### config.mk
export PLATFORM = sky130hd
export DESIGN_NAME = siovc_top
export DESIGN_NICKNAME = d
export VERILOG_FILES = /design/src/hw/siovc_pkg.sv /design/src/hw/siovc_top.sv /design/src/hw/siovc_fifo.sv /design/src/hw/siovc_serializer.sv
export SDC_FILE = /design/constraint.sdc
export NUM_CORES = 1
export LEC_CHECK = 0
export BUFFER_PORTS_ARGS = -buffer_cell sky130_fd_sc_hd__buf_2
export CORE_ASPECT_RATIO = 2
export CORE_MARGIN = 2
export CORE_UTILIZATION = 58
export DETAILED_ROUTE_END_ITERATION = 16
export PLACE_DENSITY = 0.86
export SYNTH_ARGS = -nofsm -noshare
export SYNTH_HDL_FRONTEND = slang
export SYNTH_SLANG_ARGS = --single-unit
### constraint.sdc
create_clock -name ref_clk -period 3.5 [get_ports ref_clk]
set_input_delay 0.175 -clock ref_clk [delete_from_list [all_inputs] [get_ports ref_clk]]
set_output_delay 0.175 -clock ref_clk [all_outputs]
set_load 0.005 [all_outputs]
### src/hw/siovc_pkg.sv
// Package for the system I/O port and text video control block.
// Assumes a single 50 MHz clock and a byte-wide CPU port bus.
package siovc_pkg;
	// ----------------------------------------
	// Port and memory addresses
	// ----------------------------------------
	localparam logic [7:0] PORT_OPTION = 8'h84;
	localparam logic [7:0] PORT_SOUND = 8'h90;
	localparam logic [7:0] PORT_INT = 8'he0;
	localparam logic [7:0] PORT_SYSCTL = 8'hec;
	localparam logic [7:0] PORT_PRINTER = 8'hf8;
	localparam logic [7:0] PORT_CASSETTE = 8'hfc;
	localparam logic [15:0] MEM_PRN_STATUS = 16'h37e8;
	localparam logic [15:0] MEM_VRAM_BASE = 16'h3c00;
	localparam logic [7:0] UNMAPPED_READ = 8'hff;
	// ----------------------------------------
	// Field positions
	// ----------------------------------------
	localparam int SYS_FAST = 6;
	localparam int SYS_EXTIO = 4;
	localparam int SYS_ALTSET = 3;
	localparam int SYS_DBLW = 2;
	localparam int SYS_MOTOR = 1;
	localparam int OPT_PAGE = 7;
	localparam int OPT_FIXUP = 6;
	localparam int OPT_MAP_LO = 4;
	localparam int OPT_INVERSE = 3;
	localparam int OPT_WIDE = 2;
	localparam int OPT_SEL_LO = 0;
	localparam int CASS_HI_BIT = 7;
	// ----------------------------------------
	// Reset values and timing
	// ----------------------------------------
	localparam logic [7:0] OPTION_RESET = 8'h00;
	localparam logic [7:0] SYSCTL_RESET = 8'h00;
	localparam logic [6:0] INTEN_RESET = 7'h00;
	localparam logic [1:0] MAP_COMPAT = 2'h0;
	localparam int CLK_NS = 20;
	localparam int STROBE_NS = 1000;
	localparam logic [7:0] STROBE_CYCLES = 8'((STROBE_NS + CLK_NS - 1) / CLK_NS);
	// ----------------------------------------
	// Types
	// ----------------------------------------
	typedef enum logic [1:0] {
		FMT_64X16 = 2'b00,
		FMT_32X16 = 2'b01,
		FMT_80X24 = 2'b10,
		FMT_40X24 = 2'b11
	} siovc_format_type;
	typedef struct packed {
		logic io_rd;
		logic io_wr;
		logic mem_rd;
		logic mem_wr;
		logic [15:0] addr;
		logic [7:0] wdata;
	} siovc_cpu_req_type;
	typedef struct packed {
		logic vsync;
		logic cassette_in;
		logic expansion_interrupt_line_n;
		logic rx_error;
		logic rx_data;
		logic tx_empty;
		logic prn_busy;
		logic prn_paper;
		logic prn_select;
		logic prn_fault;
		logic row_adjust_control;
		logic text_output_inhibit;
		logic graphics_data_enable;
		logic dot_phase_select;
	} siovc_pins_type;
	typedef struct packed {
		logic fast_cpu_clock;
		logic external_io_enable;
		logic alternate_charset_enable;
		logic double_width_select;
		logic cassette_motor;
		logic [1:0] cassette_out;
		logic sound_out;
		logic video_page;
		logic memory_fixup;
		logic [1:0] memory_map;
		logic inverse_video_enable;
		logic wide_select;
		logic [1:0] select_bits;
	} siovc_ctrl_type;
endpackage

### src/hw/siovc_top.sv
// System I/O ports, video RAM arbitration and text pixel pipeline.
// Assumes async video RAM, async character ROM and CPU strobes on ref_clk.
`timescale 1ns/1ps
`default_nettype none
module siovc_top
	import siovc_pkg::*;
#(
	parameter int FIFO_DEPTH = 16
) (
	input wire logic ref_clk,
	input wire logic reset_n,
	input wire siovc_cpu_req_type cpu_req,
	output logic [7:0] cpu_rd_data,
	output logic cpu_rd_valid,
	output logic cpu_wait_n,
	output logic cpu_irq,
	input wire siovc_pins_type pins,
	input wire logic graphics_serial_pixels,
	input wire logic [10:0] crt_refresh_addr,
	input wire logic [3:0] crt_row,
	output logic refresh_advance,
	output logic [10:0] vram_addr,
	input wire logic [7:0] vram_rd_data,
	output logic [7:0] vram_wr_data,
	output logic vram_data_oe,
	output logic vram_we,
	output logic [12:0] char_rom_addr,
	input wire logic [7:0] char_rom_data,
	output logic video_out,
	output siovc_format_type screen_format,
	output logic [6:0] screen_cols,
	output logic [4:0] screen_rows,
	output siovc_ctrl_type ctrl,
	output logic [7:0] printer_data,
	output logic printer_strobe_n
);
	// ----------------------------------------
	// Helpers
	// ----------------------------------------
	// low bits ignored
	function automatic logic port_hit(input logic [7:0] addr, input logic [7:0] base);
		port_hit = (addr[7:2] == base[7:2]);
	endfunction

	function automatic logic [11:0] format_size(input siovc_format_type f);
		case (f)
			FMT_64X16: format_size = {7'd64, 5'd16};
			FMT_32X16: format_size = {7'd32, 5'd16};
			FMT_80X24: format_size = {7'd80, 5'd24};
			default: format_size = {7'd40, 5'd24};
		endcase
	endfunction

	// ----------------------------------------
	// State
	// ----------------------------------------
	typedef struct packed {
		siovc_pins_type s1;
		siovc_pins_type s2;
		siovc_pins_type s3;
		siovc_pins_type filt;
		logic [7:0] option;
		logic [7:0] sysctl;
		logic [6:0] int_en;
		logic sound;
		logic [1:0] cass_out;
		logic [7:0] prn_data;
		logic [7:0] strobe_cnt;
		logic rtc_div;
		logic rtc_pend;
		logic cass_rise;
		logic cass_fall;
		logic cass_latch;
		logic crt_phase;
		logic dot_phase;
		logic vram_pend;
		logic vram_write;
		logic vram_held;
		logic [10:0] cpu_vaddr;
		logic [10:0] vaddr;
		logic [7:0] vwdata;
		logic voe;
		logic vwe;
		logic [7:0] rdata;
		logic rvalid;
		logic [12:0] rom_addr;
		logic fetch_inv;
		logic fetch_ok;
		logic video;
	} siovc_state_type;
	siovc_state_type r_reg, r_next;

	localparam siovc_state_type STATE_RESET = '{option: OPTION_RESET, sysctl: SYSCTL_RESET, int_en: INTEN_RESET,
		default: '0};

	logic fifo_in_ready, fifo_out_valid, fifo_out_ready;
	logic [8:0] fifo_out_data;
	logic pix, pix_inv, pix_valid;
	logic [6:0] int_status;
	logic [7:0] prn_status;
	logic [3:0] rom_row;
	logic vram_hit, text_bit, gfx_bit;
	logic [11:0] fmt_size;

	// ----------------------------------------
	// Combinational views
	// ----------------------------------------
	// status layout
	assign int_status = {r_reg.filt.rx_error, r_reg.filt.rx_data, r_reg.filt.tx_empty,
		~r_reg.filt.expansion_interrupt_line_n, r_reg.rtc_pend, r_reg.cass_fall, r_reg.cass_rise};
	assign prn_status = {r_reg.filt.prn_busy, r_reg.filt.prn_paper, r_reg.filt.prn_select,
		r_reg.filt.prn_fault, 4'h0};
	assign vram_hit = (cpu_req.addr[15:10] == MEM_VRAM_BASE[15:10]);
	assign rom_row = crt_row + (r_reg.filt.row_adjust_control ? 4'hf : 4'h0);
	assign screen_format = siovc_format_type'({r_reg.option[OPT_WIDE], r_reg.sysctl[SYS_DBLW]});
	assign fmt_size = format_size(screen_format);
	assign screen_cols = fmt_size[11:5];
	assign screen_rows = fmt_size[4:0];

	// Fetch stalls the CRT side while the FIFO is full
	assign refresh_advance = fifo_in_ready;
	assign cpu_wait_n = ~(r_reg.vram_pend || ((cpu_req.mem_rd || cpu_req.mem_wr) && vram_hit && !r_reg.vram_held));
	assign cpu_irq = |(int_status & r_reg.int_en);

	assign cpu_rd_data = r_reg.rdata;
	assign cpu_rd_valid = r_reg.rvalid;
	assign vram_addr = r_reg.vaddr;
	assign vram_wr_data = r_reg.vwdata;
	assign vram_data_oe = r_reg.voe;
	assign vram_we = r_reg.vwe;
	assign char_rom_addr = r_reg.rom_addr;
	assign video_out = r_reg.video;
	assign printer_data = r_reg.prn_data;
	assign printer_strobe_n = (r_reg.strobe_cnt == 8'h00);

	assign ctrl = '{
		fast_cpu_clock: r_reg.sysctl[SYS_FAST],
		external_io_enable: r_reg.sysctl[SYS_EXTIO],
		alternate_charset_enable: r_reg.sysctl[SYS_ALTSET],
		double_width_select: r_reg.sysctl[SYS_DBLW],
		cassette_motor: r_reg.sysctl[SYS_MOTOR],
		cassette_out: r_reg.cass_out,
		sound_out: r_reg.sound,
		video_page: r_reg.option[OPT_PAGE],
		memory_fixup: r_reg.option[OPT_FIXUP],
		memory_map: r_reg.option[OPT_MAP_LO +: 2],
		inverse_video_enable: r_reg.option[OPT_INVERSE],
		wide_select: r_reg.option[OPT_WIDE],
		select_bits: r_reg.option[OPT_SEL_LO +: 2]
	};

	assign text_bit = pix_valid && !r_reg.filt.text_output_inhibit && (pix ^ pix_inv);
	assign gfx_bit = r_reg.filt.graphics_data_enable && graphics_serial_pixels;

	// ----------------------------------------
	// Next state
	// ----------------------------------------
	always_comb begin
		logic [7:0] code;
		logic inv, alt_slot;
		code = '0;
		inv = 1'b0;
		alt_slot = 1'b0;
		r_next = r_reg;
		// Pin inputs: three stages, accept when stages two and three agree
		r_next.s1 = pins;
		r_next.s2 = r_reg.s1;
		r_next.s3 = r_reg.s2;
		r_next.filt = (~(r_reg.s2 ^ r_reg.s3) & r_reg.s2) | ((r_reg.s2 ^ r_reg.s3) & r_reg.filt);
		r_next.rvalid = 1'b0;
		r_next.crt_phase = ~r_reg.crt_phase;
		r_next.dot_phase = ~r_reg.dot_phase;
		if (r_reg.strobe_cnt != 8'h00) begin
			r_next.strobe_cnt = r_reg.strobe_cnt - 8'h01;
		end

		// vsync divided by two unless fast
		// same fast bit picks the rate
		if (r_next.filt.vsync && !r_reg.filt.vsync) begin
			if (r_reg.sysctl[SYS_FAST]) begin
				r_next.rtc_pend = 1'b1;
			end else begin
				r_next.rtc_div = ~r_reg.rtc_div;
				if (r_reg.rtc_div) begin
					r_next.rtc_pend = 1'b1;
				end
			end
		end
		// read clears, a same-cycle tick wins
		if (cpu_req.io_rd && port_hit(cpu_req.addr[7:0], PORT_SYSCTL)
				&& !(r_next.filt.vsync && !r_reg.filt.vsync)) begin
			r_next.rtc_pend = 1'b0;
		end

		// write clears cassette latches before new edges land
		if (cpu_req.io_wr && port_hit(cpu_req.addr[7:0], PORT_CASSETTE)) begin
			r_next.cass_out = cpu_req.wdata[1:0];
			r_next.cass_latch = 1'b0;
			r_next.cass_rise = 1'b0;
			r_next.cass_fall = 1'b0;
		end
		if (r_next.filt.cassette_in && !r_reg.filt.cassette_in) begin
			r_next.cass_rise = 1'b1;
			r_next.cass_latch = 1'b1;
		end
		if (!r_next.filt.cassette_in && r_reg.filt.cassette_in) begin
			r_next.cass_fall = 1'b1;
		end

		// Port writes
		if (cpu_req.io_wr) begin
			if (port_hit(cpu_req.addr[7:0], PORT_OPTION)) begin
				r_next.option = cpu_req.wdata;
			end else if (port_hit(cpu_req.addr[7:0], PORT_SOUND)) begin
				r_next.sound = cpu_req.wdata[0];
			end else if (port_hit(cpu_req.addr[7:0], PORT_INT)) begin
				r_next.int_en = cpu_req.wdata[6:0];
			end else if (port_hit(cpu_req.addr[7:0], PORT_SYSCTL)) begin
				r_next.sysctl = cpu_req.wdata;
			end else if (port_hit(cpu_req.addr[7:0], PORT_PRINTER)) begin
				r_next.prn_data = cpu_req.wdata;
				r_next.strobe_cnt = STROBE_CYCLES;
			end
		end

		// Port reads answer one cycle later
		if (cpu_req.io_rd) begin
			r_next.rvalid = 1'b1;
			if (port_hit(cpu_req.addr[7:0], PORT_INT)) begin
				r_next.rdata = {1'b0, int_status};
			end else if (port_hit(cpu_req.addr[7:0], PORT_SYSCTL)) begin
				r_next.rdata = r_reg.sysctl;
			end else if (port_hit(cpu_req.addr[7:0], PORT_PRINTER)) begin
				r_next.rdata = prn_status;
			end else if (port_hit(cpu_req.addr[7:0], PORT_CASSETTE)) begin
				// 500 baud high, 1500 baud low
				r_next.rdata = {r_reg.cass_latch, 6'h00, r_reg.filt.cassette_in};
				r_next.rdata[CASS_HI_BIT] = r_reg.cass_latch;
			end else begin
				r_next.rdata = UNMAPPED_READ;
			end
		end else if (cpu_req.mem_rd && r_reg.option[OPT_MAP_LO +: 2] == MAP_COMPAT
				&& cpu_req.addr[15:1] == MEM_PRN_STATUS[15:1]) begin
			r_next.rvalid = 1'b1;
			r_next.rdata = prn_status;
		end

		// Video RAM request: one per held strobe, else a slow CPU would repeat it
		r_next.vram_held = (cpu_req.mem_rd || cpu_req.mem_wr) && vram_hit;
		if (!r_reg.vram_pend && !r_reg.vram_held && (cpu_req.mem_rd || cpu_req.mem_wr) && vram_hit) begin
			r_next.vram_pend = 1'b1;
			r_next.vram_write = cpu_req.mem_wr;
			r_next.cpu_vaddr = {r_reg.option[OPT_PAGE], cpu_req.addr[9:0]};
			r_next.vwdata = cpu_req.wdata;
		end

		// refresh on phase zero, CPU on phase one
		r_next.vaddr = r_next.crt_phase ? r_next.cpu_vaddr : crt_refresh_addr;
		// write buffer only in CPU phase
		r_next.vwe = r_next.crt_phase && r_next.vram_pend && r_next.vram_write;
		r_next.voe = r_next.vwe;
		if (r_reg.crt_phase && r_reg.vram_pend) begin
			r_next.vram_pend = 1'b0;
			if (!r_reg.vram_write) begin
				r_next.rdata = vram_rd_data;
				r_next.rvalid = 1'b1;
			end
		end

		// refresh data goes to the character path
		r_next.fetch_ok = 1'b0;
		if (!r_reg.crt_phase && fifo_in_ready) begin
			code = vram_rd_data;
			if (r_reg.option[OPT_INVERSE]) begin
				inv = code[7];
				code[7] = 1'b0;
				alt_slot = code[6];
			end else begin
				alt_slot = code[7] && code[6];
			end
			// alternate glyph bank for last 64 codes
			r_next.rom_addr = {r_reg.sysctl[SYS_ALTSET] && alt_slot, code, rom_row};
			r_next.fetch_inv = inv;
			r_next.fetch_ok = 1'b1;
		end

		r_next.video = (text_bit || gfx_bit)
			&& (r_reg.filt.dot_phase_select ? r_reg.dot_phase : ~r_reg.dot_phase);
	end

	always_ff @(posedge ref_clk) begin
		if (!reset_n) begin
			r_reg <= STATE_RESET;
		end else begin
			r_reg <= r_next;
		end
	end

	// ----------------------------------------
	// Glyph buffer and serializer
	// ----------------------------------------
	siovc_fifo #(
		.WIDTH(9),
		.DEPTH(FIFO_DEPTH)
	) u_fifo (
		.ref_clk(ref_clk),
		.reset_n(reset_n),
		.in_valid(r_reg.fetch_ok),
		.in_ready(fifo_in_ready),
		.in_data({r_reg.fetch_inv, char_rom_data}),
		.out_valid(fifo_out_valid),
		.out_ready(fifo_out_ready),
		.out_data(fifo_out_data)
	);

	// serial stream aligned to graphics pixels
	siovc_serializer u_ser (
		.ref_clk(ref_clk),
		.reset_n(reset_n),
		.in_valid(fifo_out_valid),
		.in_ready(fifo_out_ready),
		.in_data(fifo_out_data),
		.pixel(pix),
		.pixel_inverse(pix_inv),
		.pixel_valid(pix_valid)
	);
endmodule
`default_nettype wire

### src/hw/siovc_fifo.sv
// Glyph FIFO between character fetch and the pixel serializer.
// Assumes both sides on ref_clk; push and pop are valid/ready.
`timescale 1ns/1ps
`default_nettype none
module siovc_fifo
	import siovc_pkg::*;
#(
	parameter int WIDTH = 9,
	parameter int DEPTH = 16
) (
	input wire logic ref_clk,
	input wire logic reset_n,
	input wire logic in_valid,
	output logic in_ready,
	input wire logic [WIDTH-1:0] in_data,
	output logic out_valid,
	input wire logic out_ready,
	output logic [WIDTH-1:0] out_data
);
	localparam int AW = $clog2(DEPTH);
	localparam int CW = $clog2(DEPTH + 1);
	typedef struct packed {
		logic [AW-1:0] wptr;
		logic [AW-1:0] rptr;
		logic [CW-1:0] count;
	} siovc_fifo_state_type;
	siovc_fifo_state_type r_reg, r_next;
	logic [WIDTH-1:0] mem [DEPTH];
	logic push, pop;

	assign in_ready = (r_reg.count != CW'(DEPTH));
	assign out_valid = (r_reg.count != '0);
	assign out_data = mem[r_reg.rptr];
	assign push = in_valid && in_ready;
	assign pop = out_valid && out_ready;

	always_comb begin
		r_next = r_reg;
		if (push) begin
			r_next.wptr = (r_reg.wptr == AW'(DEPTH - 1)) ? '0 : r_reg.wptr + 1'b1;
		end
		if (pop) begin
			r_next.rptr = (r_reg.rptr == AW'(DEPTH - 1)) ? '0 : r_reg.rptr + 1'b1;
		end
		if (push && !pop) begin
			r_next.count = r_reg.count + 1'b1;
		end else if (pop && !push) begin
			r_next.count = r_reg.count - 1'b1;
		end
	end

	always_ff @(posedge ref_clk) begin
		if (!reset_n) begin
			r_reg <= '0;
		end else begin
			r_reg <= r_next;
		end
	end

	always_ff @(posedge ref_clk) begin
		if (push) begin
			mem[r_reg.wptr] <= in_data;
		end
	end
endmodule
`default_nettype wire

### src/hw/siovc_serializer.sv
// Shifts one glyph row out, MSB first, one pixel per clock.
// Assumes words arrive as {inverse flag, 8 glyph bits}.
`timescale 1ns/1ps
`default_nettype none
module siovc_serializer
	import siovc_pkg::*;
(
	input wire logic ref_clk,
	input wire logic reset_n,
	input wire logic in_valid,
	output logic in_ready,
	input wire logic [8:0] in_data,
	output logic pixel,
	output logic pixel_inverse,
	output logic pixel_valid
);
	typedef struct packed {
		logic [7:0] shift;
		logic inv;
		logic [3:0] left;
	} siovc_ser_state_type;
	siovc_ser_state_type r_reg, r_next;

	// Reload on the last bit so rows run back to back without a gap
	assign in_ready = (r_reg.left <= 4'h1);
	assign pixel = r_reg.shift[7];
	assign pixel_inverse = r_reg.inv;
	assign pixel_valid = (r_reg.left != 4'h0);

	always_comb begin
		r_next = r_reg;
		if (in_valid && in_ready) begin
			r_next.shift = in_data[7:0];
			r_next.inv = in_data[8];
			r_next.left = 4'h8;
		end else if (r_reg.left != 4'h0) begin
			r_next.shift = {r_reg.shift[6:0], 1'b0};
			r_next.left = r_reg.left - 4'h1;
		end
	end

	always_ff @(posedge ref_clk) begin
		if (!reset_n) begin
			r_reg <= '0;
		end else begin
			r_reg <= r_next;
		end
	end
endmodule
`default_nettype wire

; ---- Word-level counts from Yosys, hierarchy flattened
; Memory sizes are Yosys's and may differ from the RTL's. A register that Yosys moved wholly into a read port is not among the register bits.
; Cells that the tools add are included.
[word_totals]
out_inout_bits = 86
in_bits = 76
ramBits = 144
memories = 1
regBits = 190
[classes]
n_eq_ne = 13
muxes = 44
bitwise_logic = 18
n_addsub = 7
order_cmp = 1
n_reduce_logical = 62
[mem_list]
columns = name, words, width, read_ports, rd_ports_with_merged_regs, wr, line
row1 = u_fifo.mem, 16, 9, 1, 1, 1, siovc_fifo.sv:28  ; logic [WIDTH-1:0] mem [DEPTH];
[ops]
columns = op, count
row1 = $mux 8, 13
row2 = $eq 6x6->1 const B, 6
row3 = $mux 9, 4
row4 = $pmux 12 s3, 1
row5 = $and 14x14->14, 2
row6 = $mux 4, 7
row7 = $logic_and 1x1->1, 27
row8 = $mux 11, 2
row9 = $eq 15x13->1 const B, 1
row10 = $not 14->14, 1
row11 = $or 14x14->14, 1
row12 = $xor 14x14->14, 1
row13 = $mux 1, 13
row14 = $not 1->1, 11
row15 = $logic_not 1->1, 10
row16 = $mux 5, 2
row17 = $reduce_bool 2->1, 5
row18 = $add 4x1->4 const B, 2
row19 = $eq 4x4->1 const B, 2
row20 = $logic_not 8->1, 1
row21 = $reduce_bool 8->1, 1
row22 = $sub 8x1->8 const B, 1
row23 = $and 7x7->7, 1
row24 = $reduce_or 7->1, 1
row25 = 22 further kinds, 29

; ---- Longest topological paths before layout
; Gate-level depths: netlist of run 1.
[depth]
depth_word = 8
ltp_mapped = 13

; ---- Cells and area by module
; A second synthesis of run 1 with hierarchy kept.
[unflattened]
cells_unflattened = 1145
area_unflattened_um2 = 13626.8
[modules_own_cells]
columns = module, instances, seq_area_each_um2, area_per_inst_um2, cells_per_inst
row1 = siovc_top, 1, 3263.1, 6626.4, 743
row2 = siovc_fifo, 1, 4664.5, 6376.1, 335
row3 = siovc_serializer, 1, 260.2, 624.3, 67

; ---- Worst setup path before layout of run 1
; Ideal clock, no wire load.
[synth_path]
path_type = register -> register
from = reg u_fifo.r_reg[0] (netlist bit)
to = reg u_fifo.r_reg[4] (netlist bit)
stages_incl_launch_ff = 13
t_arrival_ns = 2.927
required_time_ns = 3.428
setup_ns = 0.072
path_slack_ns = 0.501
cell_sequence = dfxtp_1 -> or4_1 -> o221a_4 -> clkinv_4 -> buf_4 -> ha_1 -> inv_1 -> ha_1 -> nor2b_1 -> o21a_1 -> or3_1 -> a21oi_1 -> mux2i_1
[synth_between]
elab_chain_cells = 5
[synth_rtl]
columns = item, line
row1 = start: declaration, siovc_fifo.sv:27  ; siovc_fifo_state_type r_reg, r_next;
row2 = start signal: assignment, siovc_fifo.sv:56  ; r_reg <= r_next;
row3 = "parallel branches: the longest is 5 deep, another holds $sub 5x1->5", --
; Parallel ways; which one is timed is not known. The select of a mux whose other input is x is not followed.
; A chain may end at the register's enable or synchronous reset.

; ---- Worst setup path in the final report of run 1
; Ends and elaborated chain as after synthesis.

==> metrics, run 1 <==
status=completed; setup ws final=between 0.2 and 0.3 ns; Area contributors post-synth=edfxtp_1, dfxtp_1, mux4_2; post_cts resized=0; Routed WL=between 30 and 40 mm; fin crit period=3.22 ns; register area=just over 0.008 sq mm; CTS root buf=clkbuf_16; Worst Tran Pin Value=about 1.1 ns; asr flop ratio synth=0%; largest net degree at the start of global routing=slightly above 60; DRC=0; DR WL/cell=around 20 um; CTS H-Tree Depth=1; post-route clock period utilization=92.0%; CP Cell Sequence=or4_1 > o221a_4 > clkinv_4 > ha_1 > inv_1 > ha_1 > nor2b_1 > o21a_1 > or3_1 > a21oi_1 > mux2i_1; initial core utilization=between 50 and 60%; clk_lat worst skew=roughly 0.55 ns; Crit path top cell by count=ha_1; final setup vio count=0; fin nets=about 1300; Via-to-Cell Ratio=5.86; # IOs=162; fmax=just over 300 MHz; Area Growth Syn to Fin=13.2%; CP required=between 3 and 4 ns; grt ovf=0; crit end category=flop; area leader, netlist=edfxtp_1; routability cong.=0.822; vias in the first global route=9053; Slew Limit Fails=0; initial antenna violation count=0; Vias=about 9000; Synth top area share=around 32%; post-synth cell types=56; family with the most delay on the worst path=simple AND/OR/NAND/NOR gates; Warnings, synthesis=0; Placeable Area=0.0230 sq mm; TritonCTS Buffers=27; area of the multi-input gates=~0.0044 sq mm; number of flip-flops in the largest register=between 100 and 150; gr usage total=around a quarter; filler cell count=between 1500 and 2000; initial DRC count=roughly 760; share of layout cells above drive strength 1=between 20% and 30%; post-DP HPWL=just under 20 mm; CP Buf/Inv Count=2; static leakage=about 5.8 nW; cell area after synthesis=between 0.01 and 0.015 sq mm; RSZ-0062 raised after global routing=false; ys flop type=dfxtp_1; Die Wd=roughly 110 um; number of synthesized flops with an enable pin=144; Sink Count=between 300 and 400; Final Hold Viols=0; first-pass GRT wire length=~47 mm; worst slack, placed=about 0.33 ns; VDD IR max=approximately 0.67 mV; Die Ht=roughly 220 um; crit-path max FO=25; post-layout util=66.3%; count of max-cap constraint violations=0; slowest cell delay on critical path=0.57 ns; Worst Path Arrival=about 3.7 ns; Synth Register Bits=337; Die Area=roughly 0.025 sq mm; setup TNS=0 ns; DRT Pass-1 Iters=5; Mapped Avg Cell Area=roughly 12 sq um; Longest Clk Path Bufs=3; critical path class=reg -> reg; clock transition at the registers of the reported paths=about 0.07 ns; row count=79; CP startpoint kind=flop; CTS tree=done; Slew headroom=between 20% and 30%; total power draw=between 9 and 10 mW; worst hold path class=in -> reg; CP max stage cell=or4_1; Final ANT Viol Nets=0; PwrDens=between 600 and 700 mW/mm^2; register area share after synthesis=roughly three fifths; antenna cell count=0; Synth Instances=approximately 1100; clk_skew=between 0.015 and 0.02 ns; I/O Buffers=~150
[final cells by class]
type,count,share of cell area (%)
Sequential cell,337,53.6
Multi-Input combinational cell,632,28.9
Timing Repair Buffer,218,9.13
Clock buffer,33,4.84
Tap cell,283,2.32
Clock inverter,14,0.647
Inverter,20,0.533
[cells in the mapped netlist (all sizes together) (8+ instances only)]
library cell,n
dfxtp,193
edfxtp,144
nand2,102
buf,93
a21oi,86
nor2,81
and2,49
mux2i,40
o21ai,39
clkbuf,38
mux4,36
inv,19
a22o,18
a31oi,17
ha,17
nor3,17
nor2b,12
xnor2,11
a22oi,9
nand3b,8
[routing by layer]
layer / up-vias / global-route usage [%] / part of all wire [%]
met2: 359 / 42.8 / 52
met3: 51 / 3.33 / 5.7
met4: 0 / 6.91 / 2.2
met5: - / 0 / 0
li1: 4152 / - / -
met1: 4449 / 30.7 / 41
[worst paths after layout]
kind,startpoint,slack [ns],depth (start not counted),end
hold reg to reg,r_next[141],0.43,1,r_next[127]
setup / recovery,u_fifo.r_reg[0],0.28,11,u_fifo.r_reg[4]
hold / removal,char_rom_data[0],0.02,1,u_fifo.mem[13][0]
setup reg to reg,u_fifo.r_reg[0],0.28,11,u_fifo.r_reg[4]
[where the power goes]
group / switching (mW) / total [mW] / leakage (nW) / internal [mW]
Clock: 1.38 / 2.90 / 0.406 / 1.52
Sequential: 0.154 / 4.47 / 2.88 / 4.32
Combinational: 1.02 / 1.85 / 2.53 / 0.822
[logic make-up after synthesis]
| kind of cell | Yosys count | share of synthesized area, % |
|---|---|---|
| compound gates | 203 | 9.39 |
| xor+xnor | 18 | 1.17 |
| buf+inv | 151 | 6.72 |
| other cells | 2 | 0.0557 |
| flops | 337 | 60.7 |
| fa+ha+maj | 19 | 1.87 |
| mux | 76 | 8.98 |
| simple gates | 309 | 11.1 |
[per-stage QoR]
stage	instances	hold slack [ns]	cell area, sq um
floorplan	1120	0.274	13500
global route	1537	0.0149	15300
CTS	1537	0.00122	15300
global placement	1438	0.387	13900
detailed placement	1438	0.386	13900
finish	1537	0.0183	15300
[timing repair]
| item | CTS | global route |
|---|---|---|
| hold buffers | 52 | 0 |
| hold endpoints to repair | 93 | 0 |
| setup buffers | 0 | 0 |
[placed cells by master (no fill, tap or decap), types with 11 or more instances in the layout]
cell and count:
buf_4 11, dfxtp_1 192, clkbuf_16 28, o21ai_0 39, xnor2_1 11, mux4_2 36, a22o_1 18, buf_2 154
nor2b_1 12, and2_1 49, a21oi_1 86, mux2i_1 40, nand2_1 102, a31oi_1 17, nor2_1 81, inv_1 18
edfxtp_1 144, ha_1 17, dlygate4sd3_1 52, nor3_1 16
Power figures use the tool's default switching activity.
==> run 2, diff against run 1 <==
Settings changed: PLACE_DENSITY 0.86 to 0.78.
==> run 2 against run 1 <==
Hold slack improved by 0.0010 ns. Register-to-register slack barely moved. Power rose by 1.9%. Global-route usage rose by 0.12 points. Clock power rose by 7%. Non-clock buffer count rose by 11. Utilization rose by 0.78 points. Sequential share of layout area fell by 0.62 points. Largest cell class unchanged.
==> metrics, run 2 (synthesis gave the netlist of run 1 again) <==
Sink Count=roughly 340; CP Buf/Inv Count=2; TritonCTS Buffers=28; CP Cell Sequence=or4_1 > o221a_4 > clkinv_4 > ha_1 > inv_1 > ha_1 > nor2b_1 > o21a_1 > or3_1 > a21oi_1 > mux2i_1; fmax=between 300 and 400 MHz; final setup vio count=0; status=completed; clock transition at the registers of the reported paths=~0.070 ns; grt ovf=0; routability cong.=approximately 0.84; fin crit period=between 3 and 4 ns; WHS Endpoint=u_fifo.mem[13][7]; Longest Clk Path Bufs=3; reg2reg start=u_fifo.r_reg[0]; internal power=between 6 and 7 mW; Area Growth Syn to Fin=14.5%; RSZ-0062 raised after global routing=false; CP max stage cell=or4_1; initial antenna violation count=1; Vias=slightly below 9000; I/O Buffers=154; Crit path top cell by count=ha_1; vias in the first global route=about 9000; critical path class=reg -> reg; Final Hold Slack=0.0193 ns; placed insts=1444; number of flip-flops in the largest register=between 100 and 150; Die Ht=approximately 220 um; count of max-cap constraint violations=0; Slew Limit Fails=0; initial DRC count=roughly 700; CTS root buf=clkbuf_16; PwrDens=approximately 600 mW/mm^2; share of layout cells above drive strength 1=about a fifth; post-DP HPWL=about 19 mm; crit-path max FO=25; hold path start=char_rom_data[7]; worst reg-to-reg path cell count=11; Final Hold Viols=0; fin nets=around 1300; Worst path depth=11; VDD IR max=~0.43 mV; Worst Tran Pin Value=about 1.1 ns; clock power share=roughly a third; DRC=0; total power draw=9.40 mW; CTS tree=done; post-route clock period utilization=92.2%; setup TNS=0 ns; DRT Pass-1 Iters=5; Worst Path Arrival=roughly 3.7 ns; Routed WL=a little under 30 mm; combinational group share of total power=roughly 20%; CP required=3.98 ns; worst reg2reg endpoint=u_fifo.r_reg[4]; Via-to-Cell Ratio=5.73; Final ANT Viol Nets=0; initial core utilization=between 50 and 60%; highest-count cells in the layout ignoring fill and taps=dfxtp_1, buf_2, edfxtp_1; crit end category=flop; largest net degree at the start of global routing=71; # IOs=~160; static leakage=approximately 5.9 nW; CP startpoint kind=flop; Placeable Area=roughly 0.023 sq mm; Non-Filler Instances=1554; row count=79; postcts setup bufs=0; cell count of the worst hold path=1; Seq pwr share=approximately 48%; first-pass GRT wire length=roughly 47 mm; Die Wd=approximately 110 um; P_sw=between 2 and 3 mW; Net Sw Frac=approximately 28%; Die Area=around 0.025 sq mm; reg-to-reg slack, setup=0.27 ns; most common cell after layout, fill and taps aside=dfxtp_1; worst hold path class=in -> reg; clk_skew=between 0.01 and 0.015 ns; family with the most delay on the worst path=simple AND/OR/NAND/NOR gates; DR WL/cell=approximately 19 um; CTS H-Tree Depth=1; clk_lat worst skew=~0.55 ns; gr usage total=between 20% and 30%; Slew headroom=29.3%; slowest cell delay on critical path=~0.58 ns
-- run 2: cell count changes in the layout (fill, tap and decap cells not counted), moves of 2 or more --
cell / delta
dlygate4sd3_1: +5
buf_4: +6
clkbuf_1: -2
clkinv_2: -2
clkinv_1: +7
inv_4: -3
clkinvlp_4: +2
-- run 2: worst reg2reg max path, delay by kind of cell (launching register included) --
kind / cells / cell delay [ns]
flops: 1 / 0.35
simple gates: 3 / 1.05
mux: 1 / 0.19
fa+ha+maj: 2 / 0.62
compound gates: 3 / 0.67
buf+inv: 2 / 0.28
-- run 2: power groups by stage --
| stage | Sequential [mW] | Combinational [mW] | Clock [mW] |
|---|---|---|---|
| floorplan | 4.51 | 1.45 | 0 |
| global placement | 4.55 | 1.69 | 0 |
| detailed placement | 4.56 | 1.77 | 0 |
| CTS | 4.48 | 1.83 | 3.15 |
| global route | 4.51 | 2.02 | 3.29 |
| finish | 4.48 | 1.83 | 3.09 |
-- run 2: timing repair --
item                                   CTS  global route
endpoints found under the hold margin  119             0
resized for setup                        0             0
hold buffers                            57             0
-- run 2: metrics by stage --
step | instance area (sq um) | util (%) | setup WS (ns)
2_1_floorplan | 13500 | - | 0.501
3_3_place_gp | 14000 | 60.6 | 0.421
3_5_place_dp | 14000 | 60.6 | 0.320
4_1_cts | 15400 | 67.1 | 0.293
5_1_grt | 15400 | 67.1 | 0.0658
6_report | 15400 | 67.1 | 0.274
-- run 2: routing by layer --
layer,vias to the layer above,part of all wire (%),global-route usage (%)
met2,322,52,42.8
met4,0,1.8,6.30
met3,38,6.0,3.27
met1,4358,41,31.5
li1,4180,-,-
met5,-,0,0
-- run 2: cell type report --
cell class	count	area, sq um
tap	283	354
timing repair buffer	229	1490
fill	1617	7580
antenna	1	2.50
clock buffer	33	771
clock inverter	19	149
multi-input combinational	632	4410
inverter	20	81.3
sequential	337	8190
-- run 2: worst max path at each step --
stage	slack, ns	startpoint	end
after floorplan	0.50	u_fifo.r_reg[0]	u_fifo.r_reg[4]
final	0.27	u_fifo.r_reg[0]	u_fifo.r_reg[4]
after global placement	0.42	u_fifo.r_reg[0]	u_fifo.r_reg[4]
after detailed placement	0.32	u_fifo.r_reg[0]	u_fifo.r_reg[4]
after global routing	0.07	u_fifo.r_reg[0]	u_fifo.r_reg[4]
after CTS	0.29	u_fifo.r_reg[0]	u_fifo.r_reg[4]
==> run 3, diff against run 2 <==
Settings changed: PLACE_DENSITY 0.78 to 0.79.
==> run 3 against run 2 <==
Clock power about the same. Clock skew increased by 0.011 ns. Sequential cell count did not move. Critical path depth unchanged. Critical endpoint unchanged. Cell count is 0.13% lower. Power increased by 0.14%. Maximum frequency grew 0.49%. Hold slack lost 0.0059 ns. Sequential share of layout area is 0.061 points higher. Sequential power is essentially flat. Utilization fell by 0.087 points. Non-clock buffer count down 3.
==> metrics, run 3 (synthesis gave the netlist of run 1 again) <==
Sink Count=337; number of flip-flops in the largest register=approximately 140; CTS root buf=clkbuf_16; Worst Path Arrival=around 3.7 ns; largest net degree at the start of global routing=77; crit end category=flop; PwrDens=roughly 610 mW/mm^2; initial antenna violation count=0; Final ANT Viol Nets=0; clock transition at the registers of the reported paths=around 0.070 ns; worst hold path class=in -> reg; first-pass GRT wire length=around 47 mm; I/O Buffers=approximately 150; CTS H-Tree Depth=1; RSZ-0062 raised after global routing=false; fin crit period=around 3.2 ns; status=completed; most common cell after layout, fill and taps aside=dfxtp_1; clk_lat worst skew=0.56 ns; Final Hold Viols=0; total power draw=between 9 and 10 mW; DRT Pass-1 Iters=5; CP Buf/Inv Count=2; crit-path max FO=25; family with the most delay on the worst path=simple AND/OR/NAND/NOR gates; post-route clock period utilization=between 90% and 100%; worst slack, placed=0.313 ns; Die Area=between 0.02 and 0.025 sq mm; setup ws final=0.290 ns; Longest Clk Path Bufs=3; gr usage total=between 20% and 30%; fmax=312 MHz; TritonCTS Buffers=29; Area Growth Syn to Fin=14.4%; grt ovf=0; CP max stage cell=or4_1; # IOs=roughly 160; Vias=9037; slowest cell delay on critical path=0.57 ns; Slew Limit Fails=0; Crit path top cell by count=ha_1; Die Ht=between 200 and 250 um; CP required=3.99 ns; DR WL/cell=slightly below 20 um; filler cell count=around 1600; CTS tree=done; row count=between 70 and 80; final setup vio count=0; routability cong.=between 0.8 and 0.9; Worst Tran Pin Value=1.05 ns; CP Cell Sequence=or4_1 > o221a_4 > clkinv_4 > ha_1 > inv_1 > ha_1 > nor2b_1 > o21a_1 > or3_1 > a21oi_1 > mux2i_1; static leakage=5.91 nW; CP startpoint kind=flop; setup TNS=0 ns; antenna cell count=0; fin nets=approximately 1300; initial core utilization=between 50% and 60%; Slew headroom=29.6%; DRC=0; post_cts resized=0; VDD IR max=roughly 0.47 mV; Routed WL=around 30 mm; clk_skew=0.0220 ns; Die Wd=around 110 um; critical path class=reg -> reg; vias in the first global route=8995; count of max-cap constraint violations=0; share of layout cells above drive strength 1=between 20% and 30%; initial DRC count=roughly 740; Via-to-Cell Ratio=roughly 5.8; highest-count cells in the layout ignoring fill and taps=dfxtp_1, buf_2, edfxtp_1; post-DP HPWL=between 15 and 20 mm; Placeable Area=0.0230 sq mm
-- run 3: layer usage --
metal | GRT usage [%] | up-vias | share of wire (%)
met1 | 30.8 | 4440 | 40
met5 | 0 | - | 0
met2 | 42.8 | 359 | 51
met3 | 3.80 | 68 | 6.4
met4 | 8.40 | 0 | 3.0
li1 | - | 4170 | -
-- run 3: worst paths after layout --
kind | from | end | slack, ns | cells past startpoint
worst min register to register | r_next[139] | r_next[125] | 0.41 | 1
worst max-delay path | u_fifo.r_reg[0] | u_fifo.r_reg[4] | 0.29 | 11
worst max register to register | u_fifo.r_reg[0] | u_fifo.r_reg[4] | 0.29 | 11
worst min-delay path | reset_n | vram_addr[0] | 0.01 | 3
-- run 3: what timing repair did --
item                                    CTS  global route
hold endpoints to repair                147             0
endpoints found under the setup margin    0             0
hold buffers                             59             0
setup buffers                             0             0
-- run 3: final cells by class --
cell class	instances	area [sq um]	share of cell area [%]
flip-flops and latches	337	8190	53.1
multi-input cells	632	4410	28.6
inverters	20	81.3	0.527
well taps	283	354	2.29
clock buffers	43	833	5.40
repair buffers	226	1480	9.62
clock inverters	11	75.1	0.487
-- run 3: through the flow --
| stage | cell area [sq um] | instances | util, % | hold slack, ns |
|---|---|---|---|---|
| final | 15400 | 1552 | 67.0 | 0.0134 |
| after global routing | 15400 | 1552 | 67.0 | 0.0185 |
| after CTS | 15400 | 1552 | 67.0 | 0.00179 |
| after detailed placement | 13900 | 1439 | 60.5 | 0.384 |
| after global placement | 13900 | 1439 | 60.5 | 0.383 |
| after floorplan | 13500 | 1120 | - | 0.274 |
-- run 3: worst register-to-register path: cells and delay by family (launching register included) --
kind | cells | cell delay [ns]
flops | 1 | 0.36
mux | 1 | 0.21
simple gates | 3 | 1.03
compound gates | 3 | 0.66
fa+ha+maj | 2 | 0.62
buf+inv | 2 | 0.28
-- run 3: power breakdown --
part / switching, mW / internal [mW] / total [mW]
clock: 1.42 / 1.66 / 3.08
combinational: 1.01 / 0.826 / 1.84
sequential: 0.173 / 4.32 / 4.49
total: 2.60 / 6.81 / 9.41
